File: src/rtl/cps_regs.svh
// Purpose: Offsets, field positions, reset values for the CPU priority status block
// Assumes: APB byte addresses, one 32-bit aligned word per register
// Notes:   Offsets are locally chosen
`ifndef CPS_REGS_SVH
`define CPS_REGS_SVH

`define CPS_OFF_STATUS      12'h000
`define CPS_OFF_CORE_CTRL   12'h004
`define CPS_OFF_INT_CTRL1   12'h008
`define CPS_OFF_LEVEL       12'h00C

`define CPS_SR_RESET        16'h0000
`define CPS_CC_RESET        16'h0000
`define CPS_IC_RESET        16'h0000

`define CPS_SR_IPL_LSB      5
`define CPS_SR_IPL_MSB      7
`define CPS_SR_RA_BIT       4
`define CPS_SR_DA_BIT       9
`define CPS_SR_SAB_BIT      10
`define CPS_SR_OAB_BIT      11
`define CPS_CC_PRIORITY_LEVEL_HIGH_BIT_BIT     3
`define CPS_IC_NSTD_BIT     15
`define CPS_IPL_ALL_MASKED  3'h7

`endif

File: src/rtl/cps_pkg.sv
// Purpose: Types shared by the CPU priority status block
// Assumes: Nothing beyond the register header
// Notes:   Bus states use Gray codes
package cps_pkg;
	typedef enum logic [1:0] {
		CPS_IDLE   = 2'b00,
		CPS_ACCESS = 2'b01
	} cps_bus_state_t;
	typedef logic [3:0] cps_level_t;
endpackage

File: src/rtl/cps_level_if.sv
// Purpose: Carries priority inputs to the level evaluator and its results back
// Assumes: Single clock
// Notes:   Pure wires
interface cps_level_if;
	logic [2:0] field;
	logic       high_bit;
	logic [3:0] level;
	logic       user_block;
	modport eval (input field, input high_bit, output level, output user_block);
	modport user (output field, output high_bit, input level, input user_block);
endinterface

File: src/rtl/cps_level_eval.sv
// Purpose: Forms the effective priority level and the user-interrupt block
// Assumes: Inputs come from registers on the same clock
// Notes:   Combinational only
`include "cps_regs.svh"
module cps_level_eval
	import cps_pkg::*;
(
	cps_level_if.eval lvl
);
	always_comb begin
		lvl.level = {lvl.high_bit, lvl.field};
		lvl.user_block = (lvl.field == `CPS_IPL_ALL_MASKED)
			| lvl.high_bit;
	end
endmodule

File: src/rtl/cps_status.sv
// Purpose: CPU status register priority portion with APB access
// Assumes: APB master on i_ref_clk, synchronous active-high reset
// Notes:   Arithmetic flags are plain storage; summary bits clear on write of one
`include "cps_regs.svh"
//
// Contract
// - The priority field sits at status bits 7 to 5 and codes 000 to 111 mean levels 0 to 7.
// - The effective level is the core control high bit placed above the three-bit field.
// - User interrupts are blocked while the field holds 111.
// - User interrupts are blocked while the core control high bit is one.
// - Software writes to the field are ignored while the nesting disable bit is one.
module cps_status
	import cps_pkg::*;
(
	input  wire logic        i_ref_clk,
	input  wire logic        i_srst,
	input  wire logic        i_psel,
	input  wire logic        i_penable,
	input  wire logic        i_pwrite,
	input  wire logic [11:0] i_paddr,
	input  wire logic [31:0] i_pwdata,
	input  wire logic [3:0]  i_pstrb,
	input  wire logic        i_repeat_active,
	input  wire logic        i_accum_overflow_set,
	input  wire logic        i_accum_saturation_set,
	input  wire logic        i_dsp_active,
	output logic             o_pready,
	output logic             o_pslverr,
	output logic [31:0]      o_prdata,
	output logic [3:0]       o_priority_level,
	output logic             o_user_irq_block
);
	cps_bus_state_t state_ff;
	logic [15:0]    cpu_status_ff;
	logic [15:0]    core_control_reg_ff;
	logic [15:0]    interrupt_control_first_ff;
	logic [31:0]    nxt_prdata;
	logic           nxt_pslverr;
	logic           wr_en;
	logic           rd_en;
	logic           lo_en;
	logic           hi_en;
	logic [15:0]    wr_mask;
	logic [15:0]    sr_wdata;

	cps_level_if lvl ();

	cps_level_eval u_eval (
		.lvl (lvl)
	);

	assign lvl.field    = cpu_status_ff[`CPS_SR_IPL_MSB:`CPS_SR_IPL_LSB];
	assign lvl.high_bit = core_control_reg_ff[`CPS_CC_PRIORITY_LEVEL_HIGH_BIT_BIT];

	function automatic logic is_mapped(input logic [11:0] addr);
		is_mapped = (addr == `CPS_OFF_STATUS) || (addr == `CPS_OFF_CORE_CTRL) ||
			(addr == `CPS_OFF_INT_CTRL1) || (addr == `CPS_OFF_LEVEL);
	endfunction

	// No wait state: setup, then access answered in its first cycle
	assign wr_en   = (state_ff == CPS_ACCESS) && i_psel && i_penable && i_pwrite &&
		is_mapped(i_paddr);
	assign rd_en   = (state_ff == CPS_ACCESS) && i_psel && i_penable && !i_pwrite;
	assign lo_en   = i_pstrb[0];
	assign hi_en   = i_pstrb[1];
	assign wr_mask = {{8{hi_en}}, {8{lo_en}}};

	always_ff @(posedge i_ref_clk) begin
		if (i_srst) begin
			state_ff <= CPS_IDLE;
		end else if (i_psel && !i_penable) begin
			state_ff <= CPS_ACCESS;
		end else begin
			state_ff <= CPS_IDLE;
		end
	end

	always_comb begin
		nxt_pslverr = 1'b0;
		nxt_prdata  = 32'h0000_0000;
		if (!is_mapped(i_paddr)) begin
			nxt_pslverr = 1'b1;
		end else begin
			unique case (i_paddr)
				`CPS_OFF_STATUS:    nxt_prdata = {16'h0000, cpu_status_ff};
				`CPS_OFF_CORE_CTRL: nxt_prdata = {16'h0000, core_control_reg_ff};
				`CPS_OFF_INT_CTRL1: nxt_prdata = {16'h0000, interrupt_control_first_ff};
				default:            nxt_prdata = {27'h0000000, lvl.user_block, lvl.level};
			endcase
		end
	end

	// Answer pulses for one cycle; master holds the request until it sees it
	always_ff @(posedge i_ref_clk) begin
		if (i_srst) begin
			o_pready  <= 1'b0;
			o_pslverr <= 1'b0;
			o_prdata  <= 32'h0000_0000;
		end else if (i_psel && !i_penable) begin
			o_pready  <= 1'b1;
			o_pslverr <= nxt_pslverr;
			o_prdata  <= i_pwrite ? 32'h0000_0000 : nxt_prdata;
		end else begin
			o_pready  <= 1'b0;
			o_pslverr <= 1'b0;
			o_prdata  <= 32'h0000_0000;
		end
	end

	always_comb begin
		sr_wdata = i_pwdata[15:0];
		// Locked field keeps its value rather than taking the write
		if (interrupt_control_first_ff[`CPS_IC_NSTD_BIT]) begin
			sr_wdata[`CPS_SR_IPL_MSB:`CPS_SR_IPL_LSB] =
				cpu_status_ff[`CPS_SR_IPL_MSB:`CPS_SR_IPL_LSB];
		end
	end

	always_ff @(posedge i_ref_clk) begin
		if (i_srst) begin
			cpu_status_ff <= `CPS_SR_RESET;
		end else begin
			if (wr_en && i_paddr == `CPS_OFF_STATUS) begin
				cpu_status_ff <= (cpu_status_ff & ~wr_mask) | (sr_wdata & wr_mask);
				// Summary bits only clear: writing one clears, zero keeps
				cpu_status_ff[`CPS_SR_OAB_BIT] <= cpu_status_ff[`CPS_SR_OAB_BIT] &
					~(hi_en & i_pwdata[`CPS_SR_OAB_BIT]);
				cpu_status_ff[`CPS_SR_SAB_BIT] <= cpu_status_ff[`CPS_SR_SAB_BIT] &
					~(hi_en & i_pwdata[`CPS_SR_SAB_BIT]);
			end
			// Hardware sets win over a clear in the same cycle
			if (i_accum_overflow_set) begin
				cpu_status_ff[`CPS_SR_OAB_BIT] <= 1'b1;
			end
			if (i_accum_saturation_set) begin
				cpu_status_ff[`CPS_SR_SAB_BIT] <= 1'b1;
			end
			// Read-only status follows the core, never the bus
			cpu_status_ff[`CPS_SR_RA_BIT] <= i_repeat_active;
			cpu_status_ff[`CPS_SR_DA_BIT] <= i_dsp_active;
		end
	end

	always_ff @(posedge i_ref_clk) begin
		if (i_srst) begin
			core_control_reg_ff <= `CPS_CC_RESET;
		end else if (wr_en && i_paddr == `CPS_OFF_CORE_CTRL) begin
			core_control_reg_ff <= (core_control_reg_ff & ~wr_mask) |
				(i_pwdata[15:0] & wr_mask);
		end
	end

	always_ff @(posedge i_ref_clk) begin
		if (i_srst) begin
			interrupt_control_first_ff <= `CPS_IC_RESET;
		end else if (wr_en && i_paddr == `CPS_OFF_INT_CTRL1) begin
			interrupt_control_first_ff <= (interrupt_control_first_ff & ~wr_mask) |
				(i_pwdata[15:0] & wr_mask);
		end
	end

	always_ff @(posedge i_ref_clk) begin
		if (i_srst) begin
			o_priority_level <= 4'h0;
			o_user_irq_block <= 1'b0;
		end else begin
			o_priority_level <= lvl.level;
			o_user_irq_block <= lvl.user_block;
		end
	end

	logic unused_rd;
	assign unused_rd = rd_en;
endmodule

File: config.mk
export PLATFORM = sky130hd
export DESIGN_NAME = cps_status
export DESIGN_NICKNAME = d
export VERILOG_FILES = /design/src/rtl/cps_pkg.sv /design/src/rtl/cps_level_if.sv /design/src/rtl/cps_level_eval.sv /design/src/rtl/cps_status.sv
export VERILOG_INCLUDE_DIRS = /design/src /design/src/rtl
export SDC_FILE = /design/constraint.sdc
export NUM_CORES = 1
export LEC_CHECK = 0
export CAP_MARGIN = 20
export CORE_ASPECT_RATIO = 1.1
export CORE_MARGIN = 5
export CORE_UTILIZATION = 51
export CTS_CLUSTER_SIZE = 12
export DETAILED_ROUTE_END_ITERATION = 8
export DONT_BUFFER_PORTS = 1
export PLACE_DENSITY = 0.75
export SYNTH_ARGS = -nofsm -noshare
export SYNTH_HDL_FRONTEND = slang
export SYNTH_SLANG_ARGS = --single-unit
File: constraint.sdc
create_clock -name i_ref_clk -period 1.9 [get_ports i_ref_clk]
set_clock_uncertainty 0.15 [all_clocks]
set_input_delay 0.19 -clock i_ref_clk [delete_from_list [all_inputs] [get_ports i_ref_clk]]
set_output_delay 0.19 -clock i_ref_clk [all_outputs]
set_load 0.01 [all_outputs]
==> results of run 1 <==
-- cells in the mapped netlist (2+ instances only) --
| cell type | number |
|---|---|
| a22oi_1 | 5 |
| o21ai_0 | 36 |
| inv_1 | 5 |
| buf_2 | 4 |
| and3_1 | 3 |
| and2_1 | 2 |
| a21oi_1 | 29 |
| nand2b_1 | 30 |
| nor2_1 | 12 |
| nor2b_1 | 7 |
| buf_4 | 21 |
| clkbuf_1 | 14 |
| a311oi_1 | 2 |
| a41oi_1 | 4 |
| mux2i_1 | 16 |
| nand3_1 | 27 |
| nand2_1 | 16 |
| buf_6 | 2 |
| a222oi_1 | 7 |
| nor3_1 | 2 |
| dfxtp_1 | 71 |
| nand4b_1 | 3 |
| nor4_4 | 2 |
| and4_1 | 3 |
-- worst max-delay path: stages (launching register included) --
cell and delay, ns:
dfxtp_1 0.33, and4_1 0.28, and2_1 0.35, buf_4 0.24, nand3_1 0.09, a21oi_1 0.15
-- where the power goes --
| group | switching (mW) | total [mW] | internal [mW] |
|---|---|---|---|
| sequential | 0.00345 | 1.50 | 1.49 |
| clock | 0.553 | 1.28 | 0.729 |
| combinational | 0.0673 | 0.132 | 0.0643 |
-- worst min-delay path by stage --
stage,startpoint,to,cells past startpoint
2_1_floorplan,i_srst,o_pready,1
3_3_place_gp,i_srst,flip-flop,1
3_5_place_dp,i_srst,flip-flop,1
4_1_cts,i_paddr[2],o_prdata[1],2
5_1_grt,i_pstrb[0],flip-flop,3
6_report,i_paddr[2],o_prdata[1],2
-- cell type report --
type / count / area, um^2 / area share (%)
Clock buffer: 9 / 123.9 / 3.508
Sequential cell: 71 / 1421 / 40.26
Tap cell: 77 / 96.34 / 2.729
Inverter: 5 / 18.77 / 0.5315
Clock inverter: 7 / 87.58 / 2.481
Multi-Input combinational cell: 231 / 1415 / 40.08
Timing Repair Buffer: 36 / 367.9 / 10.42
-- logic make-up after synthesis --
| group | Yosys count |
|---|---|
| other | 1 |
| multiplexers | 17 |
| flip-flops | 71 |
| AND/OR/NAND/NOR | 114 |
| buffers and inverters | 47 |
| AO/OA/AOI/OAI | 84 |
-- layer usage --
layer | global-route usage, % | vias to the layer above | share of wire (%)
met5 | 0 | - | 0
met1 | 21.83 | 1128 | 42
met2 | 30.97 | 74 | 51
li1 | - | 1180 | -
met4 | 4.692 | 0 | 0.79
met3 | 7.873 | 6 | 6.9
-- per-stage QoR --
stage | hold slack, ns | setup WS [ns]
3_5_place_dp | 0.1189 | 0.1970
4_1_cts | 0.01147 | 0.2402
2_1_floorplan | 0.1311 | 0.3037
6_report | 0.02025 | 0.2429
3_3_place_gp | 0.1175 | 0.2521
5_1_grt | 0.01536 | 0.1259
==> summary.txt, run 1 <==
status -> complete, no violations
Mapped Cells -> 334
final instance area -> 3531 um^2
RSZ-0062 raised after global routing -> false
largest family of logic cells by synthesized area -> simple AND/OR/NAND/NOR gates
I/O pins -> 96
worst r2r src -> o_pready
hpwl dp -> 4487 um
Worst-Skew Late Latency -> 0.34 ns
TritonCTS Buffers -> 9
Tmin final -> 1.657 ns
MaxCap Viol Count -> 0
CTS Hold Buffers Added -> 25
Area Overhead vs Synth -> 15.56%
clk sink count -> 71
critical path launch point type -> flip-flop
cell leakage power -> 1.294 nW
worst reg2reg setup slack -> 0.24 ns
# port buffers -> 0
Final setup viols -> 0
setup bufs post-CTS -> 0
Netlist cell types -> 35
vias per inst -> 5.477
WP data required -> 2.03 ns
share of flip-flops with an asynchronous set or reset -> 0%
mean area per synthesized cell -> 9.148 um^2
remaining design rule violation count -> 0
Initial Util -> 52.63%
most common cell after layout, fill and taps aside -> dfxtp_1
Syn Std Cell Area -> 3055 um^2
register area share after synthesis -> 46.52%
CP endpoint kind -> flip-flop
CTS root buffer -> clkbuf_8
CTS tree -> built
initial antenna violation count -> 0
number of fillers in the final layout -> 508
vias in the first global route -> 2,293
Hold Crit Class -> input pin to flip-flop
gr usage total -> 18.46%
synth top area cells -> dfxtp_1, nand2b_1, o21ai_0
setup TNS -> 0 ns
CP Launch Point -> o_pready
adder-cell share of the synthesized area -> 0%
placed insts -> 395
final hold vios -> 0
Ant. Diodes -> 0
via count -> 2,388
EDFF count, synth -> 0
Yosys reg bits -> 71
Final Instance Count excl. Fillers -> 436
xor/xnor share of the synthesized area -> 0%
most frequent cells in the layout -> dfxtp_1, o21ai_0, nand2b_1, a21oi_1, nand3_1
DRT Pass-1 Iters -> 4
CTS clock-pin slew for the worst setup and hold paths -> 0.07 ns
Final Cycle Share -> 87.21%
gr ovfl total -> 0
layout cells sized above 1 -> 10.31%
simple-gate share of the synthesized area -> 22.44%
post-synthesis mux area share -> 5.733%
largest net degree at the start of global routing -> 67
CORE AREA -> 5806 um^2
nets -> 411
Crit Path Max Fanout -> 10
Compound-Gate Fraction of Synth Area -> 16.18%
Pwr Density -> 824.6 nW/um^2
first-pass GRT wire length -> 11,440 um
post-cts resize count -> 0
CP Data Arrival Time -> 1.78 ns
maximum VDD drop -> 0.6387 mV
drt first-iter violations -> 202
fin. max-slew vios -> 0
Site Rows -> 29
Yosys warning count -> 0
gpl congestion -> 0.7799
antenna-violating nets left -> 0
die area -> 7641 um^2
CTS Buffer Depth -> 2
total power draw -> 2.912 mW
WL final -> 6965 um
R2R cell count -> 5
H-tree levels -> 3
crit path kind -> flip-flop to flip-flop
die height -> 91.18 um
Die Wd -> 83.80 um
placed cell areas -> 3059 um^2
Synth Flop Type -> dfxtp_1
area share of the largest cell type after synthesis -> 46.52%
wire per inst -> 15.97 um
Fmax -> 603.5 MHz
Util after Layout -> 60.82%
leading area contributor after synthesis -> dfxtp_1
No activity file was read; power rests on OpenSTA's default activity.
==> inputs of run 2 (changes only) <==
--- a/config.mk
+++ b/config.mk
@@ -13,6 +13,8 @@
 export CTS_CLUSTER_SIZE = 12
 export DETAILED_ROUTE_END_ITERATION = 8
 export DONT_BUFFER_PORTS = 1
+export GPL_TIMING_DRIVEN = 1
+export HOLD_SLACK_MARGIN = 0.03
 export PLACE_DENSITY = 0.75
 export SYNTH_ARGS = -nofsm -noshare
 export SYNTH_HDL_FRONTEND = slang
==> run 2 against run 1 <==
Against the previous run: register-to-register slack about the same; highest routed layer unchanged; critical path type is now input pin to flip-flop; clock power about the same; largest cell class unchanged; sequential share of layout area down 0.45 points; power up 0.31%.
==> summary.txt, run 2 (synthesis gave the netlist of run 1 again) <==
Worst-Skew Late Latency -> 0.34 ns (about the same)
CP endpoint kind -> flip-flop
most common cell after layout, fill and taps aside -> dfxtp_1
Initial Util -> 52.63% (unchanged)
Final Cycle Share -> 92.00% (+4.8 points)
CORE AREA -> 5806 um^2 (unchanged)
MaxCap Viol Count -> 0 (unchanged)
Max-Slew Margin vs Limit -> 25.11%
Top delay family on crit path -> buffers and inverters
RSZ-0062 raised after global routing -> false
Crit path buffers/inverters -> 2 (+1)
CTS tree -> built
Hold Crit Class -> input pin to flip-flop
Tightest Pin Transition -> 1.120 ns
die height -> 91.18 um (unchanged)
via count -> 2,421 (+1.4%)
TritonCTS Buffers -> 9 (unchanged)
Fmax -> 572.1 MHz (-5.2%)
Critical Path Max Stage Delay -> 1.32 ns (+0.97 ns)
H-tree levels -> 3 (unchanged)
crit path kind -> input pin to flip-flop
WL final -> 7165 um (+2.9%)
Site Rows -> 29 (unchanged)
# port buffers -> 0 (unchanged)
Util after Layout -> 61.51% (+0.69 points)
setup TNS -> 0 ns (unchanged)
remaining design rule violation count -> 0 (unchanged)
critical path launch point type -> input pin
fin. max-slew vios -> 0 (unchanged)
Final setup viols -> 0 (unchanged)
wire per inst -> 16.28 um (+1.9%)
clk sink count -> 71 (unchanged)
WP data required -> 1.94 ns (-0.09 ns)
initial antenna violation count -> 0 (unchanged)
nets -> 415 (+0.97%)
vias per inst -> 5.502 (+0.46%)
layout cells sized above 1 -> 10.19% (-0.11 points)
largest net degree at the start of global routing -> 39 (-42%)
Die Wd -> 83.80 um (unchanged)
CP Data Arrival Time -> 1.78 ns (about the same)
gr ovfl total -> 0 (unchanged)
status -> complete, no violations
CP Cell Sequence -> buf_12 > dlygate4sd3_1 > nor2b_1
Tmin final -> 1.748 ns (+0.09084 ns)
gr usage total -> 19.07% (+0.61 points)
CTS root buffer -> clkbuf_8
first-pass GRT wire length -> 11,740 um (+2.6%)
CTS clock-pin slew for the worst setup and hold paths -> 0.07 ns (about the same)
Area Overhead vs Synth -> 16.87%
CTS Buffer Depth -> 2 (unchanged)
I/O pins -> 96 (unchanged)
gpl congestion -> 0.7799 (unchanged)
Pwr Density -> 817.9 nW/um^2 (-0.82%)
hpwl dp -> 4487 um (unchanged)
Max stage delay cell, worst path -> dlygate4sd3_1
Crit Path Max Fanout -> 38 (+28)
die area -> 7641 um^2 (unchanged)
vias in the first global route -> 2,313 (+0.87%)
cell leakage power -> 1.314 nW (+1.5%)
most frequent cells in the layout -> dfxtp_1, o21ai_0, nand2b_1, a21oi_1, dlygate4sd3_1
final hold vios -> 0 (unchanged)
maximum VDD drop -> 0.6401 mV (+0.21%)
antenna-violating nets left -> 0 (unchanged)
drt first-iter violations -> 185 (-8.4%)
DRT Pass-1 Iters -> 5 (+1)
Ant. Diodes -> 0 (unchanged)
run 2: layout make-up:
class                           count  area, um^2
Tap cell                           77       96.34
Sequential cell                    71        1421
Inverter                            5       18.77
Multi-Input combinational cell    231        1415
Clock buffer                        9       123.9
Fill cell                         504        2235
Timing Repair Buffer               40       407.9
Clock inverter                      7       87.58
run 2: tightest hold or removal path, delay by kind of cell:
| kind | cells | cell delay, ns |
|---|---|---|
| simple gates | 2 | 0.19 |
| compound gates | 1 | 0.07 |
| mux | 1 | 0.06 |
run 2: path summary, 6_finish.rpt:
| check | from | to | slack, ns | cells past startpoint |
|---|---|---|---|---|
| worst max register to register | o_pready | flip-flop | 0.23 | 5 |
| worst min-delay path | i_paddr[3] | o_prdata[3] | 0.05 | 4 |
| worst min register to register | flip-flop | o_prdata[12] | 0.31 | 2 |
| worst max-delay path | i_srst | cpu_status_ff[4] | 0.15 | 3 |
run 2: per-layer routing:
layer | share of wire (%) | vias up | GRT usage [%] | wire [um]
met4 | 0.29 | 0 | 4.424 | 21
li1 | - | 1192 | - | -
met2 | 51 | 79 | 32.10 | 3629
met5 | 0 | - | 0 | 0
met3 | 6.9 | 2 | 7.783 | 496
met1 | 42 | 1148 | 22.84 | 3018
run 2: what timing repair did:
item,in CTS,in global routing
hold buffers,29,0
hold endpoints to repair,60,0
gates resized for setup,0,0
endpoints found under the setup margin,0,0
setup buffers,0,0
run 2: per-stage QoR:
stage	setup WS, ns	cells	hold slack, ns	instance area [um^2]	power [mW]
after detailed placement	0.1970	395	0.1189	3059	1.588
after CTS	0.1959	440	0.03934	3571	2.943
after global placement	0.2521	395	0.1175	3059	1.587
final	0.1521	440	0.05486	3571	2.921
after floorplan	0.3037	349	0.1311	3112	1.626
after global routing	0.07213	440	0.07582	3571	3.039
run 2: where the power goes:
group / switching, mW / leakage [nW] / internal [mW]
clock network: 0.554 / 0.109 / 0.729
registers: 0.00346 / 0.573 / 1.49
logic: 0.0714 / 0.632 / 0.0683
total: 0.629 / 1.31 / 2.29
